==> src/mcsw_defs.svh <==
`ifndef MCSW_DEFS_SVH
`define MCSW_DEFS_SVH

// Register byte addresses
`define MCSW_ADR_TRIM        16'hFF30
`define MCSW_ADR_MODE        16'hFF34
`define MCSW_ADR_OSC         16'hFF38
`define MCSW_ADR_STAT        16'hFF3C

// Reset values
`define MCSW_TRIM_RST        8'h10
`define MCSW_SEL_RST         1'h0
`define MCSW_PRESEL_RST      1'h0
`define MCSW_FSTOP_RST       1'h0
`define MCSW_XSTOP_RST       1'h1
`define MCSW_SUBSEL_RST      1'h0
`define MCSW_CPUSUB_RST      1'h0

// Field positions, mode register
`define MCSW_MODE_SEL_BIT    0
`define MCSW_MODE_PRESEL_BIT 2
// Field positions, oscillator control register
`define MCSW_OSC_FSTOP_BIT   0
`define MCSW_OSC_XSTOP_BIT   1
`define MCSW_OSC_SUBSEL_BIT  2
`define MCSW_OSC_CPUSUB_BIT  3
// Field positions, status register
`define MCSW_STAT_MCS_BIT    0
`define MCSW_STAT_CLS_BIT    1
`define MCSW_STAT_BUSY_BIT   2
`define MCSW_STAT_LOCK_BIT   3

// Oscillator rates for the switch latency, in kHz, and the latency counter width in bits
`define MCSW_FAST_FREQ_KHZ   8000
`define MCSW_HS_FREQ_KHZ     10000
`define MCSW_CNT_W           8
`endif

==> src/mcsw_pkg.sv <==
`include "mcsw_defs.svh"
package mcsw_pkg;
  typedef enum logic [0:0] {SW_IDLE, SW_WAIT} mcsw_sw_state_e;

  typedef logic [`MCSW_CNT_W-1:0] mcsw_cnt_t;

  // Oscillator enables and clock selects driven to the clock tree
  typedef struct packed {
    logic fast_en;
    logic x1_en;
    logic sub_en;
    logic main_hs;
    logic cpu_sub;
  } mcsw_clk_ctl_s;
endpackage : mcsw_pkg

==> src/mcsw_switch_timer.sv <==
`timescale 1ns/1ps
module mcsw_switch_timer (
  // Clock and reset
  input  wire logic                clk_i,
  input  wire logic                rst_i,
  // Control
  input  wire logic                start_i,
  input  wire logic                tick_i,
  input  wire mcsw_pkg::mcsw_cnt_t limit_i,
  // Status
  output logic                     busy_o,
  output logic                     done_o
);
  mcsw_pkg::mcsw_sw_state_e state_q;
  mcsw_pkg::mcsw_cnt_t      cnt_q;
  mcsw_pkg::mcsw_cnt_t      lim_q;
  mcsw_pkg::mcsw_cnt_t      seen_q;

  // Count edges of the old clock down to zero, then report done once
  always_ff @(posedge clk_i) begin
    if (rst_i) begin
      state_q <= mcsw_pkg::SW_IDLE;
      cnt_q   <= '0;
      done_o  <= 1'b0;
    end else begin
      done_o <= 1'b0;
      case (state_q)
        mcsw_pkg::SW_IDLE: begin
          if (start_i) begin
            state_q <= mcsw_pkg::SW_WAIT;
            cnt_q   <= limit_i;
          end
        end
        mcsw_pkg::SW_WAIT: begin
          if (tick_i) begin
            cnt_q <= cnt_q - 1'b1;
            if (cnt_q <= 1) begin
              state_q <= mcsw_pkg::SW_IDLE;
              done_o  <= 1'b1;
            end
          end
        end
        default: state_q <= mcsw_pkg::SW_IDLE;
      endcase
    end
  end

  assign busy_o = (state_q == mcsw_pkg::SW_WAIT);

  // Checking aid: old-clock edges seen since the switch began
  always_ff @(posedge clk_i) begin
    if (rst_i) begin
      lim_q  <= '0;
      seen_q <= '0;
    end else if (start_i && !busy_o) begin
      lim_q  <= limit_i;
      seen_q <= '0;
    end else if (busy_o && tick_i) begin
      seen_q <= seen_q + 1'b1;
    end
  end
endmodule : mcsw_switch_timer

==> src/mcsw_top.sv <==
// The Wishbone register port was chosen for this implementation.
`timescale 1ns/1ps
`include "mcsw_defs.svh"
module mcsw_top #(
  parameter int unsigned FAST_FREQ_KHZ = `MCSW_FAST_FREQ_KHZ,
  parameter int unsigned HS_FREQ_KHZ   = `MCSW_HS_FREQ_KHZ
) (
  // Clock and reset
  input  wire logic                    clk_i,
  input  wire logic                    rst_i,
  // Wishbone classic slave
  input  wire logic                    wb_cyc_i,
  input  wire logic                    wb_stb_i,
  input  wire logic                    wb_we_i,
  input  wire logic [15:0]             wb_adr_i,
  input  wire logic [3:0]              wb_sel_i,
  input  wire logic [31:0]             wb_dat_i,
  output logic      [31:0]             wb_dat_o,
  output logic                         wb_ack_o,
  // Oscillator clocks, sampled as levels
  input  wire logic                    fast_osc_clk_i,
  input  wire logic                    hs_sys_clk_i,
  // Clock tree control
  output mcsw_pkg::mcsw_clk_ctl_s      clk_ctl_o,
  output logic      [7:0]              fast_osc_trim_o
);
  // Truncating division drops the fraction of the latency figure
  localparam int unsigned TO_HS_CNT  = 1 + (2 * FAST_FREQ_KHZ) / HS_FREQ_KHZ;
  localparam int unsigned TO_INT_CNT = 1 + (2 * HS_FREQ_KHZ) / FAST_FREQ_KHZ;

  function automatic logic hit(input logic [15:0] adr, input logic [15:0] reg_adr);
    hit = (adr == reg_adr);
  endfunction : hit

  logic [2:0]          fast_sync_q;
  logic [2:0]          hs_sync_q;
  logic                fast_tick;
  logic                hs_tick;
  logic                bus_req;
  logic                wr_lo;
  logic                sel_q;
  logic                presel_q;
  logic                lock_q;
  logic                mcs_q;
  logic                fstop_q;
  logic                xstop_q;
  logic                subsel_q;
  logic                cls_q;
  logic                sw_busy;
  logic                sw_done;
  logic                sw_start;
  logic                sw_quiet;
  logic                stay_sub;
  logic                new_sel;
  mcsw_pkg::mcsw_cnt_t sw_limit;

  // Oscillator inputs: bit 0 feeds only bit 1, edges come from bits 1 and 2
  always_ff @(posedge clk_i) begin
    if (rst_i) begin
      fast_sync_q <= 3'h0;
      hs_sync_q   <= 3'h0;
    end else begin
      fast_sync_q <= {fast_sync_q[1:0], fast_osc_clk_i};
      hs_sync_q   <= {hs_sync_q[1:0], hs_sys_clk_i};
    end
  end

  assign fast_tick = fast_sync_q[1] & ~fast_sync_q[2];
  assign hs_tick   = hs_sync_q[1] & ~hs_sync_q[2];

  // Bus strobes; every register lives in byte lane 0
  assign bus_req = wb_cyc_i & wb_stb_i & ~wb_ack_o;
  assign wr_lo   = bus_req & wb_we_i & wb_sel_i[0];
  assign new_sel = wb_dat_i[`MCSW_MODE_SEL_BIT];

  // The done cycle still counts as switching: status has not moved yet
  assign sw_quiet = !sw_busy && !sw_done;

  // A switch starts only when quiet and heading to a different source;
  // both main oscillators must run, since the old one clocks the count
  // and a stopped one would hang the timer; high speed also needs preselect
  assign sw_start = wr_lo && hit(wb_adr_i, `MCSW_ADR_MODE) && sw_quiet && (new_sel != mcs_q)
                    && !fstop_q && !xstop_q && (!new_sel || presel_q);

  // Latency and the clock counted both belong to the source in use
  assign sw_limit = mcs_q ? mcsw_pkg::mcsw_cnt_t'(TO_INT_CNT) : mcsw_pkg::mcsw_cnt_t'(TO_HS_CNT);

  mcsw_switch_timer u_timer (
    .clk_i   (clk_i),
    .rst_i   (rst_i),
    .start_i (sw_start),
    .tick_i  (mcs_q ? hs_tick : fast_tick),
    .limit_i (sw_limit),
    .busy_o  (sw_busy),
    .done_o  (sw_done)
  );

  // Bus acknowledge, one cycle after the request, dropped the cycle after
  always_ff @(posedge clk_i) begin
    if (rst_i) begin
      wb_ack_o <= 1'b0;
    end else begin
      wb_ack_o <= bus_req;
    end
  end

  // Trim register, single-byte writes to lane 0 only (select 4'h1)
  always_ff @(posedge clk_i) begin
    if (rst_i) begin
      fast_osc_trim_o <= `MCSW_TRIM_RST;
    end else if (bus_req && wb_we_i && hit(wb_adr_i, `MCSW_ADR_TRIM) && wb_sel_i == 4'h1) begin
      fast_osc_trim_o <= wb_dat_i[7:0];
    end
  end

  // Preselect: the first real change locks it until reset
  always_ff @(posedge clk_i) begin
    if (rst_i) begin
      presel_q <= `MCSW_PRESEL_RST;
      lock_q   <= 1'b0;
    end else if (wr_lo && hit(wb_adr_i, `MCSW_ADR_MODE) && !lock_q
                 && wb_dat_i[`MCSW_MODE_PRESEL_BIT] != presel_q) begin
      presel_q <= wb_dat_i[`MCSW_MODE_PRESEL_BIT];
      lock_q   <= 1'b1;
    end
  end

  // Requested and active main source; status moves only at switch end
  always_ff @(posedge clk_i) begin
    if (rst_i) begin
      sel_q <= `MCSW_SEL_RST;
      mcs_q <= `MCSW_SEL_RST;
    end else begin
      if (sw_start) begin
        sel_q <= new_sel;
      end
      if (sw_done) begin
        mcs_q <= sel_q;
      end
    end
  end

  // CPU counts as staying on the subclock only if this write keeps it there
  assign stay_sub = cls_q & wb_dat_i[`MCSW_OSC_CPUSUB_BIT];

  // Stop and select flags; a request that would stop the CPU clock is dropped,
  // also when it arrives in the same write that moves the CPU back to main
  always_ff @(posedge clk_i) begin
    if (rst_i) begin
      fstop_q  <= `MCSW_FSTOP_RST;
      xstop_q  <= `MCSW_XSTOP_RST;
      subsel_q <= `MCSW_SUBSEL_RST;
      cls_q    <= `MCSW_CPUSUB_RST;
    end else if (wr_lo && hit(wb_adr_i, `MCSW_ADR_OSC)) begin
      if (!wb_dat_i[`MCSW_OSC_FSTOP_BIT] || ((mcs_q || stay_sub) && sw_quiet)) begin
        fstop_q <= wb_dat_i[`MCSW_OSC_FSTOP_BIT];
      end
      if (!wb_dat_i[`MCSW_OSC_XSTOP_BIT] || ((!mcs_q || stay_sub) && sw_quiet)) begin
        xstop_q <= wb_dat_i[`MCSW_OSC_XSTOP_BIT];
      end
      if (wb_dat_i[`MCSW_OSC_SUBSEL_BIT] || !(cls_q || wb_dat_i[`MCSW_OSC_CPUSUB_BIT])) begin
        subsel_q <= wb_dat_i[`MCSW_OSC_SUBSEL_BIT];
      end
      // CPU may leave the subclock only for a main source that still runs
      if (wb_dat_i[`MCSW_OSC_CPUSUB_BIT] ? subsel_q : (mcs_q ? !xstop_q : !fstop_q)) begin
        cls_q <= wb_dat_i[`MCSW_OSC_CPUSUB_BIT];
      end
    end
  end

  // Registered read data; unmapped addresses read as zero
  always_ff @(posedge clk_i) begin
    if (rst_i) begin
      wb_dat_o <= 32'h0000_0000;
    end else if (bus_req) begin
      wb_dat_o <= 32'h0000_0000;
      if (hit(wb_adr_i, `MCSW_ADR_TRIM)) begin
        wb_dat_o[7:0] <= fast_osc_trim_o;
      end else if (hit(wb_adr_i, `MCSW_ADR_MODE)) begin
        wb_dat_o[`MCSW_MODE_SEL_BIT]    <= sel_q;
        wb_dat_o[`MCSW_MODE_PRESEL_BIT] <= presel_q;
      end else if (hit(wb_adr_i, `MCSW_ADR_OSC)) begin
        wb_dat_o[`MCSW_OSC_FSTOP_BIT]  <= fstop_q;
        wb_dat_o[`MCSW_OSC_XSTOP_BIT]  <= xstop_q;
        wb_dat_o[`MCSW_OSC_SUBSEL_BIT] <= subsel_q;
        wb_dat_o[`MCSW_OSC_CPUSUB_BIT] <= cls_q;
      end else if (hit(wb_adr_i, `MCSW_ADR_STAT)) begin
        wb_dat_o[`MCSW_STAT_MCS_BIT]  <= mcs_q;
        wb_dat_o[`MCSW_STAT_CLS_BIT]  <= cls_q;
        wb_dat_o[`MCSW_STAT_BUSY_BIT] <= sw_busy;
        wb_dat_o[`MCSW_STAT_LOCK_BIT] <= lock_q;
      end
    end
  end

  // Drive the clock tree from flops; both main sources run during a switch
  always_ff @(posedge clk_i) begin
    if (rst_i) begin
      clk_ctl_o <= '{fast_en: 1'b1, x1_en: 1'b0, sub_en: 1'b0, main_hs: 1'b0, cpu_sub: 1'b0};
    end else begin
      clk_ctl_o <= '{fast_en: !fstop_q, x1_en: !xstop_q, sub_en: subsel_q, main_hs: mcs_q, cpu_sub: cls_q};
    end
  end
endmodule : mcsw_top
==> config.mk <==
export PLATFORM = sky130hd
export DESIGN_NAME = mcsw_top
export DESIGN_NICKNAME = d
export VERILOG_FILES = /design/src/mcsw_pkg.sv /design/src/mcsw_switch_timer.sv /design/src/mcsw_top.sv
export VERILOG_INCLUDE_DIRS = /design/src /design/src/src
export SDC_FILE = /design/constraint.sdc
export NUM_CORES = 1
export LEC_CHECK = 0
export ABC_CLOCK_PERIOD_IN_PS = 3550
export BUFFER_PORTS_ARGS = -buffer_cell sky130_fd_sc_hd__buf_4
export CELL_PAD_IN_SITES_DETAIL_PLACEMENT = 2
export CELL_PAD_IN_SITES_GLOBAL_PLACEMENT = 2
export CORE_MARGIN = 3
export CORE_UTILIZATION = 26
export CTS_CLUSTER_DIAMETER = 100
export DETAILED_ROUTE_END_ITERATION = 8
export GPL_TIMING_DRIVEN = 0
export PLACE_DENSITY = 0.88
export REMOVE_ABC_BUFFERS = 1
export SYNTH_ARGS = -nofsm -noshare
export SYNTH_HDL_FRONTEND = slang
export SYNTH_HIERARCHICAL = 1
export SYNTH_SLANG_ARGS = --single-unit
==> constraint.sdc <==
create_clock -name clk_i -period 3.55 [get_ports clk_i]
set_input_delay 0.1775 -clock clk_i [delete_from_list [all_inputs] [get_ports clk_i]]
set_output_delay 0.1775 -clock clk_i [all_outputs]
set_load 0.01 [all_outputs]
# Word level (Yosys, flattened, before mapping)
# Cells that the tools add are included.
# op_classes
bitwise_logic,12
magnitude_cmp,1
addsub,1
eq_ne,9
n_mux,20
reduce_logical,37
# ops
op,count
"equality test 16 bit, second input constant",4
two-way mux 4 bit,4
two-way mux 8 bit,2
case mux 8 bit (2 select lines),1
logical AND 1 bit,15
two-way mux 1 bit,12
AND reduction 2 bit,5
zero test 1 bit,9
"<= comparator 8 x 1 -> 1 bit, second input constant",1
"subtractor 8 x 1 -> 8 bit, second input constant",1
bitwise AND 1 bit,7
logical OR 1 bit,7
NOT 1 bit,5
"equality test 4 x 1 -> 1 bit, second input constant",1
OR reduction 3 bit,1
!= test 1 bit,2
"!= test 2 x 1 -> 1 bit, second input constant",1
"!= test 2 bit, second input constant",1
case mux 1 bit (2 select lines),1
# word_totals
reg_bits,46
output_inout_bits,46
in_bits,59
wordCells,101

# Longest topological paths before layout
# Gate-level depths: netlist (run 1).
# depth
ltp_word,12
depth_mapped,7
depth_no_buf,6

# By module
# Netlist (run 1), hierarchy kept.
# by_module_without_submodules
mod,area_per_inst_um2,cells_per_inst,seq_area_each_um2,instances
mcsw_top,1791.7,209,720.7,1
mcsw_switch_timer,591.8,68,200.2,1

# Worst setup path before layout (run 1)
# OpenSTA, ideal clock, no wires.
# synth_path
path_type,input-to-reg
startpoint,in wb_adr_i[7]
endpoint,reg u_timer.cnt_q[6]
t_arrival_ps,2659
n_path_buf,1
path_stages,7
slack_ps,773
setup_time_ps,117
t_required_ps,3433
cell_sequence,or4_4 or4_4 clkbuf_1 nor3_1 mux2i_1 or3_1 a32o_1
# synth_via
elab_chain_cells,9
# synth_rtl
item,line_no,rtl
"start, declared",mcsw_top.sv:15,"input wire logic [15:0] wb_adr_i,"
equality test 16 bit,mcsw_top.sv:32,hit = (adr == reg_adr);
logical AND 1 bit (6 in series),mcsw_top.sv:82,"assign sw_start = wr_lo && hit(wb_adr_i, `MCSW_ADR_MODE) && sw_quiet && (new_sel != mcs_q)"
net sw_start,mcsw_top.sv:51,logic sw_start;
!= test 2 bit (no source line),-,
AND reduction 2 bit (no source line),-,
"end signal, assigned",mcsw_switch_timer.sv:31,cnt_q <= limit_i;
"end signal, assigned",mcsw_switch_timer.sv:36,cnt_q <= cnt_q - 1'b1;
"end, declared",mcsw_switch_timer.sv:15,mcsw_pkg::mcsw_cnt_t cnt_q;
# The timed path passes the listed nets, and every way through them passes these cells.
# A chain may end at the register's enable or synchronous reset.

# Worst setup path after layout (run 1)
# layout_path
startpoint,in wb_adr_i[7]
endpoint,reg u_timer.cnt_q[3]
# Same word-level chain as after synthesis.

==> results of run 1 <==
[cells by family after synthesis]
family                     after synthesis
adders and majority gates                2
DFF                                     46
muxes                                    8
other                                    2
and+or+nand+nor                        107
buffers and inverters                   47
xor gates and xnor gates                 1
AOI/OAI and AO/OA                       64
[routing by layer]
layer	track usage [%]	wire (µm)
met5	0	0
met4	3.783	80
met3	2.755	417
met2	26.71	3814
met1	17.79	3243
[path summary, 6_finish.rpt]
check,endpoint,slack (ns),cells after the start
max,u_timer/cnt_q[3],0.61,7
min,fast_sync_q[0],0.1,2
max reg2reg,u_timer/cnt_q[3],0.68,6
min reg2reg,fast_sync_q[1],0.44,1
[where the power goes]
group	total (µW)	leakage, µW	switching [µW]	internal (µW)
Clock	362	0.0000544	183	179
Combinational	93.1	0.000720	56.1	37.0
Sequential	522	0.000372	1.64	520
[registers in the layout, indices dropped and copies added (netlist names)]
register and cells:
fast_osc_trim_o 8, u_timer/cnt_q 8, wb_dat_o 8, clk_ctl_o 5
fast_sync_q 3, hs_sync_q 3, cls_q 1, fstop_q 1
lock_q 1, mcs_q 1, presel_q 1, sel_q 1
subsel_q 1, u_timer/busy_o 1, u_timer/done_o 1, wb_ack_o 1
xstop_q 1
[synth_stat cells, types with 2 or more instances]
cell       instances
ha_1               2
mux2i_1            5
and3_1             2
and3b_1            2
a31oi_1            5
o31ai_1            9
and4b_1            2
or4_4              2
nand3_1            9
nor4_1             5
nor3_1            11
buf_4             24
nor3b_1            2
nand3b_1           2
conb_1             2
a311oi_1           2
a22oi_1            2
a32o_1             3
nor2b_1           11
dfxtp_1           46
nand2_1            9
o21ai_0            7
o2111ai_1          3
clkbuf_1          13
a211oi_1           2
inv_1              6
or4_1              3
nand2b_1           7
mux2_2             3
nand4_1           16
nor2_1            15
a21oi_1           20
[stage by stage]
| step | util (%) | power (µW) | cell area, µm² | setup WS, ns |
|---|---|---|---|---|
| final | 33.28 | 977.0 | 2930 | 0.6103 |
| after global placement | 31.86 | 622.2 | 2805 | 0.3989 |
| after CTS | 33.28 | 989.0 | 2930 | 0.6408 |
| after floorplan | - | 570.2 | 2250 | 0.9074 |
| after global routing | 33.28 | 1021 | 2930 | 0.4497 |
| after detailed placement | 32.08 | 625.5 | 2825 | 0.3288 |
[layout make-up]
class                   instances  area (µm²)  share of cell area (%)
clock buffers                   7       96.34                   3.288
clock inverters                 1       8.758                  0.2989
inverters                       7       26.28                  0.8967
multi-input cells             213        1311                   44.75
flip-flops and latches         46       920.9                   31.43
well taps                     108       135.1                   4.611
repair buffers                 57       431.7                   14.73
[worst max-delay path, cell delays in order]
cell and delay, ns:
buf_4 0.11, or4_4 0.56, or4_4 0.63, nor3_1 0.60, mux2i_1 0.34, or4_1 0.54, a31oi_1 0.20
==> reports/qor.yml, run 1 <==
outcome:
  outcome: "finished clean"
clock_network:
  clk_pin_slew_ns: 0.09
  cts_tree: "done"
  post_cts.repair.setup_buffers: 0
  clock_sinks: 46
  cts_resized: 0
  clk_latency_ns: 0.30
  cts_made_buffers: 5
  clk_path_buf_depth: 2
  htreeDepth: 2
  cts_hold_buf: 0
  root_buffer: "clkbuf_8"
setup_path:
  critical_path_class: "input port to flop"
  worst_ep_arrival_time_ns: 3.16
  cp.required_ns: 3.77
  startpoint: "wb_adr_i[7]"
  r2r-start: "wb_ack_o"
  worst_setup_path_start_kind: "input port"
  path_max_fanout: 12
  critPathCaptureType: "flop"
finish:
  layout_common_cells: "buf_4, dfxtp_1, conb_1"
  nets: 391
  n_fill_cell: 1015
  layout_commonest_cell: "buf_4"
  drive_gt1_share_pct: 22.66
  syn_to_final_growth_pct: 22.94
  stdcell_count: 439
  antenna-diode-count: 0
min_path:
  hold_start: "fast_osc_clk_i"
  min_path_type: "input port to flop"
sta:
  slew_headroom_pct: 15.03
  setup_viol: 0
  fin_crit_sh_pct: 82.81
  tightest_slew_ns: 1.263
  fmax_ghz: 0.3402
  holdWs_ns: 0.09777
  skew_ns: 0.01570
  final_max_slew_viol_count: 0
  fin_tns_setup_ns: 0
  fin_crit_ns: 2.940
  rsz0062_at_grt: "no"
  final_hold_viol_count: 0
pwr:
  p_leak_uw: 0.001147
  power.density_nw_per_um2: 333.4
  peakVddDrop_uv: 150.8
logic_synthesis:
  synth_top_family_by_area: "simple AND/OR/NAND/NOR gates"
  synthCells: 277
  synthDistinctLibCells: 57
  synth_area_leaders: "dfxtp_1, buf_4, a21oi_1"
  synthArstFlopShare_pct: 0
  yosys.area.top_type_share_pct: 38.64
  synth_fa_ha_area_share_pct: 1.050
  synth_top_area_cell: "dfxtp_1"
  muxShareOfSynthArea_pct: 3.517
  synth_edf_count: 0
  ys_seq_area_share_pct: 38.64
  synth-xor-area-share_pct: 0.3675
  synth_area_um2: 2384
  yosys_most_used_dff: "dfxtp_1"
  ys_ff_latch: 46
  synthSimpleGateAreaFrac_pct: 26.67
  ys_warn_count: 6
  synth-compound-area-share_pct: 18.16
  avgSynthCellArea_um2: 8.605
detailed_routing:
  drtPass1Iterations: 4
  num_vias: 2241
  routed_wl_um: 7556
  detail-route-antenna-nets: 0
  vias_per_cell: 5.105
  detail_route.iter0.violations: 45
  drc: 0
  routedWlPerCell_um: 17.21
floorplan:
  die_w_um: 101.7
  die_h_um: 101.7
  placementRows: 34
  ioPinCount: 105
  die-area_um2: 10350
  start_util_pct: 27.07
  coreArea_um2: 8806
placement:
  dp_hpwl_um: 5623
  gp_congestion: 0.7972
  io_buffer_count: 56
  placed_cells: 431
grt:
  grt_pass1_vias: 2346
  grt_max_degree: 45
  overflow: 0
  antenna_found_initial: 0
  track_usage_pct: 14.73
  grt_first_pass_wirelength_um: 12140
run:
  cap_violations: 0
(Power assumes the default switching activity.)
==> run 2, diff against run 1 <==
ABC_CLOCK_PERIOD_IN_PS = 2900   (was 3550)
clock period = 2.9 ns   (was 3.55 ns; I/O delays follow)
==> run 2 against run 1 <==
Hold slack worse by 0.031 ns; design area grew 0.17%; clock power grew 22%; clock skew is essentially flat; first-iteration DRC count decreased by 2.2%; die area stayed put; core utilization increased by 0.057 points; largest cell class unchanged; non-clock buffer count unchanged; total power grew 22%; via count up 0.98%; sequential cell count unchanged.
==> reports/qor.yml, run 2 (synthesis results as in run 1) <==
outcome:
  outcome: "finished clean"
pwr:
  peakVddDrop_uv: 185.1  # +23%
  clkPwrFrac_pct: 37.1  # about the same
  power.density_nw_per_um2: 407.5  # +22%
  p_leak_uw: 0.001147  # about the same
  total_power_uw: 1196  # +22%
  power.internal_uw: 900.7  # +22%
  sequentialPowerShare_pct: 53.4  # about the same
  p_comb_share_pct: 9.5  # about the same
  switching_share_pct: 24.70  # about the same
  p_sw_uw: 295.4  # +22%
grt:
  grt_pass1_vias: 2346  # unchanged
  antenna_found_initial: 0  # unchanged
  overflow: 0  # unchanged
  track_usage_pct: 14.73  # unchanged
  grt_max_degree: 45  # unchanged
  grt_first_pass_wirelength_um: 12140  # unchanged
placement:
  dp_slack_ns: -0.2887  # -0.6175 ns
  placed_cells: 431  # unchanged
  io_buffer_count: 56  # unchanged
  gp_congestion: 0.7972  # unchanged
  dp_hpwl_um: 5623  # unchanged
setup_path:
  rr_endpoint: "u_timer/cnt_q[3]"
  crit_chain: "buf_4, or4_4, or4_4, nor3_2, mux2i_1, or4_1, a31oi_1"
  path_max_fanout: 12  # unchanged
  r2r_cells: 6  # unchanged
  r2r-start: "wb_ack_o"
  worst_ep_arrival_time_ns: 2.89  # -0.27 ns
  cp_common_cell: "or4_4"
  critPathMaxStageDelay_ns: 0.64  # about the same
  worst_setup_path_start_kind: "input port"
  crit_buf_inv: 1  # unchanged
  critPathCaptureType: "flop"
  critPathSlowestCell: "or4_4"
  cp_top_family: "simple AND/OR/NAND/NOR gates"
  cp.required_ns: 3.12  # -0.65 ns
  critical_path_class: "input port to flop"
  reg2reg_slack_ns: 0.26  # -0.42 ns
  startpoint: "wb_adr_i[7]"
sta:
  fin_crit_sh_pct: 91.91
  fin_crit_ns: 2.665
  slew_headroom_pct: 13.36  # -1.7 points
  fmax_ghz: 0.3752
  final_max_slew_viol_count: 0  # unchanged
  setup_slack_ns: 0.2345  # -0.3758 ns
  tightest_slew_ns: 1.288  # +0.02482 ns
  final_hold_viol_count: 0  # unchanged
  setup_viol: 0  # unchanged
  fin_tns_setup_ns: 0  # unchanged
  skew_ns: 0.01581  # +0.0001127 ns
  rsz0062_at_grt: "no"
clock_network:
  clk_path_buf_depth: 2  # unchanged
  clk_pin_slew_ns: 0.09  # about the same
  cts_made_buffers: 5  # unchanged
  cts_hold_buf: 0  # unchanged
  cts_tree: "done"
  root_buffer: "clkbuf_8"
  clk_latency_ns: 0.30  # about the same
  post_cts.repair.setup_buffers: 0  # unchanged
  htreeDepth: 2  # unchanged
  clock_sinks: 46  # unchanged
  cts_resized: 0  # unchanged
floorplan:
  coreArea_um2: 8806  # unchanged
  ioPinCount: 105  # unchanged
  die_h_um: 101.7  # unchanged
  placementRows: 34  # unchanged
  die_w_um: 101.7  # unchanged
  die-area_um2: 10350  # unchanged
  start_util_pct: 27.07  # unchanged
min_path:
  min_path_type: "input port to flop"
  hold_start: "fast_osc_clk_i"
  holdPathEnd: "fast_sync_q[0]"
  min_path_cells: 2  # unchanged
detailed_routing:
  routedWlPerCell_um: 17.26  # +0.29%
  drtPass1Iterations: 4  # unchanged
  routed_wl_um: 7578  # +0.29%
  detail-route-antenna-nets: 0  # unchanged
  detail_route.iter0.violations: 44  # -2.2%
  drc: 0  # unchanged
  num_vias: 2263  # +0.98%
  vias_per_cell: 5.155  # +0.98%
finish:
  layout_commonest_cell: "buf_4"
  nets: 391  # unchanged
  syn_to_final_growth_pct: 23.15
  stdcell_count: 439  # unchanged
  layout_common_cells: "buf_4, dfxtp_1, conb_1"
  drive_gt1_share_pct: 22.96  # +0.30 points
  largestRegisters: "fast_osc_trim_o x8, u_timer/cnt_q x8, wb_dat_o x8"
  antenna-diode-count: 0  # unchanged
run:
  cap_violations: 0  # unchanged
==> run 2: cell types whose count changed in the layout (fill, tap and decap cells not counted) <==
cell	before	now
nor3_1	11	10
nor3_2	0	1
==> run 2: worst max path at each step <==
stage,to,slack (ns),depth (start not counted)
2_1_floorplan,u_timer/cnt_q[6],0.29,6
3_3_place_gp,u_timer/cnt_q[6],-0.22,7
3_5_place_dp,u_timer/cnt_q[3],-0.29,7
4_1_cts,u_timer/cnt_q[3],0.02,7
5_1_grt,u_timer/cnt_q[3],0.10,6
6_report,u_timer/cnt_q[3],0.23,7
==> run 2: area by class of cell <==
class                           instances  area, µm²
Fill cell                            1013       5871
Clock inverter                          1      8.758
Tap cell                              108      135.1
Multi-Input combinational cell        213       1316
Clock buffer                            7      96.34
Inverter                                7      26.28
Timing Repair Buffer                   57      431.7
Sequential cell                        46      920.9
==> run 2: per-layer routing <==
metal	track usage [%]	part of all wire [%]
met5	0	0
met4	3.783	1.1
met3	2.755	5.7
met2	26.71	50
met1	17.79	43
==> run 2: per-stage QoR <==
stage	utilization, %	area (µm²)	hold WS, ns
floorplan	-	2250	0.2117
global placement	31.86	2805	0.3593
detailed placement	32.08	2825	0.3635
CTS	33.28	2930	0.05586
global route	33.33	2935	0.08090
finish	33.33	2935	0.06649
==> run 2: power groups by stage <==
stage | clock network [µW] | logic (µW) | registers [µW]
6_report | 443 | 114 | 639
5_1_grt | 485 | 126 | 640
4_1_cts | 459 | 113 | 639
3_5_place_dp | 0 | 112 | 654
3_3_place_gp | 0 | 108 | 653
2_1_floorplan | 0 | 43.8 | 654
==> run 3, diff against run 2 <==
BUFFER_PORTS_ARGS = -buffer_cell sky130_fd_sc_hd__buf_2   (was -buffer_cell sky130_fd_sc_hd__buf_4)
==> run 3 against run 2 <==
Total power is 6.5% lower; final cell count is 0.23% lower; global-route usage is 0.52 points lower; via count is 0.49% lower; sequential cell count stayed put; critical path depth stayed put; clock skew hardly changed; hold slack better by 0.0057 ns; wire length is 2.2% lower; combinational power is 13% lower; critical path type unchanged; largest power group unchanged; highest routed layer unchanged.
==> reports/qor.yml, run 3 (synthesis results as in run 1) <==
outcome:
  outcome: "finished clean"
clock_network:
  cts_tree: "done"
  clock_sinks: 46  # unchanged
  clk_pin_slew_ns: 0.09  # about the same
  post_cts.repair.setup_buffers: 0  # unchanged
  cts_hold_buf: 0  # unchanged
  clk_path_buf_depth: 2  # unchanged
  htreeDepth: 2  # unchanged
  cts_made_buffers: 5  # unchanged
  clk_latency_ns: 0.30  # about the same
  cts_resized: 1  # +1
  root_buffer: "clkbuf_8"
grt:
  grt_pass1_vias: 2303  # -1.8%
  overflow: 0  # unchanged
  grt_first_pass_wirelength_um: 11760  # -3.1%
  antenna_found_initial: 0  # unchanged
  grt_max_degree: 45  # unchanged
  track_usage_pct: 14.21  # -0.52 points
finish:
  drive_gt1_share_pct: 22.73  # -0.23 points
  largestRegisters: "fast_osc_trim_o x8, u_timer/cnt_q x8, wb_dat_o x8"
  fin_util_pct: 31.49  # -1.8 points
  syn_to_final_growth_pct: 16.33
  stdcell_count: 438  # -0.23%
  layout_commonest_cell: "buf_2"
  nets: 391  # unchanged
  layout_common_cells: "buf_2, dfxtp_1, conb_1"
  antenna-diode-count: 0  # unchanged
setup_path:
  critical_path_class: "input port to flop"
  worst_setup_path_start_kind: "input port"
  reg2reg_slack_ns: 0.28  # +0.02 ns
  rr_endpoint: "u_timer/cnt_q[3]"
  path_max_fanout: 12  # unchanged
  r2r_cells: 6  # unchanged
  cp.required_ns: 3.11  # about the same
  r2r-start: "wb_ack_o"
  worst_ep_arrival_time_ns: 2.90  # about the same
  critPathSlowestCell: "or4_4"
  crit_chain: "buf_2, or4_4, or4_4, nor3_2, mux2i_1, or4_1, a31oi_1"
  critPathMaxStageDelay_ns: 0.63  # about the same
  cp_common_cell: "or4_4"
  crit_end: "u_timer/cnt_q[3]"
  startpoint: "wb_adr_i[7]"
  critPathCaptureType: "flop"
pwr:
  clkPwrFrac_pct: 34.0  # -3.1 points
  peakVddDrop_uv: 164.0  # -11%
  power.internal_uw: 830.4  # -7.8%
  p_sw_uw: 288.4  # -2.4%
  p_leak_uw: 0.001106  # -3.6%
  switching_share_pct: 25.78  # +1.1 points
  power.density_nw_per_um2: 403.5  # -0.98%
  p_comb_share_pct: 8.9  # -0.6 points
  sequentialPowerShare_pct: 57.1  # +3.7 points
detailed_routing:
  detail_route.iter0.violations: 34  # -23%
  vias_per_cell: 5.142  # -0.26%
  routed_wl_um: 7414  # -2.2%
  drc: 0  # unchanged
  drtPass1Iterations: 4  # unchanged
  num_vias: 2252  # -0.49%
  routedWlPerCell_um: 16.93  # -1.9%
  detail-route-antenna-nets: 0  # unchanged
sta:
  fmax_ghz: 0.3728  # -0.64%
  setup_viol: 0  # unchanged
  fin_crit_sh_pct: 92.51  # +0.60 points
  final_max_slew_viol_count: 0  # unchanged
  holdWs_ns: 0.07221  # +0.005723 ns
  tightest_slew_ns: 1.231  # -0.05702 ns
  final_hold_viol_count: 0  # unchanged
  fin_crit_ns: 2.683  # +0.01726 ns
  skew_ns: 0.01546  # -0.0003548 ns
  rsz0062_at_grt: "no"
  slew_headroom_pct: 17.20  # +3.8 points
floorplan:
  die_h_um: 101.7  # unchanged
  die-area_um2: 10350  # unchanged
  ioPinCount: 105  # unchanged
  placementRows: 34  # unchanged
  start_util_pct: 27.07  # unchanged
  coreArea_um2: 8806  # unchanged
  die_w_um: 101.7  # unchanged
placement:
  dp_hpwl_um: 5548  # -1.3%
  placed_cells: 431  # unchanged
  gp_congestion: 0.8071  # +1.2%
  io_buffer_count: 56  # unchanged
run:
  cap_violations: 0  # unchanged
min_path:
  min_path_type: "input port to flop"
==> run 3: changes by cell type in the layout (fill, tap and decap cells not counted) <==
cell | before | now
buf_2 | 0 | 56
buf_4 | 56 | 0
buf_6 | 1 | 0
buf_8 | 0 | 1
clkbuf_8 | 7 | 5
clkinv_2 | 0 | 2
clkinv_4 | 1 | 0
==> run 3: per-stage QoR <==
stage / total power (µW) / setup slack [ns] / setup TNS, ns / instance area (µm²)
4_1_cts: 1131 / 0.1965 / 0 / 2773
6_report: 1119 / 0.2173 / 0 / 2773
5_1_grt: 1175 / 0.1135 / 0 / 2773
3_3_place_gp: 747.4 / -0.2392 / -0.5664 / 2665
3_5_place_dp: 751.4 / -0.4158 / -1.385 / 2689
2_1_floorplan: 698.0 / 0.2899 / 0 / 2250
==> run 3: worst min-delay path by stage <==
stage / startpoint / to / slack, ns / cells after the start
after floorplan: rst_i / fast_sync_q[2] / 0.21 / 1
after global placement: hs_sys_clk_i / hs_sync_q[0] / 0.36 / 2
after detailed placement: fast_osc_clk_i / fast_sync_q[0] / 0.37 / 2
after CTS: fast_osc_clk_i / fast_sync_q[0] / 0.06 / 2
after global routing: fast_osc_clk_i / fast_sync_q[0] / 0.07 / 2
final: fast_osc_clk_i / fast_sync_q[0] / 0.07 / 2
==> run 3: layout make-up <==
class | count | area (µm²)
fillers | 1003 | 6033
multi-input cells | 213 | 1316
flip-flops and latches | 46 | 920.9
repair buffers | 57 | 295.3
well taps | 108 | 135.1
clock buffers | 5 | 68.82
inverters | 7 | 26.28
clock inverters | 2 | 10.01
==> run 3: power groups by stage <==
stage,sequential [µW],combinational [µW],clock [µW]
finish,639,99.3,381
global route,639,110,426
CTS,639,98.1,394
detailed placement,654,97.9,0
global placement,653,94.3,0
floorplan,654,43.8,0
==> run 3: routing by layer <==
metal  global-route usage [%]  wire length [µm]
met1                    17.10              3201
met2                    25.70              3721
met3                    2.824               411
met4                    3.681                79
met5                        0                 0
==> run 3: worst max-delay path: cells and delay by family <==
family,cells,cell delay [ns]
AO/OA/AOI/OAI,1,0.20
buffers and inverters,1,0.10
multiplexers,1,0.27
AND/OR/NAND/NOR,4,2.18
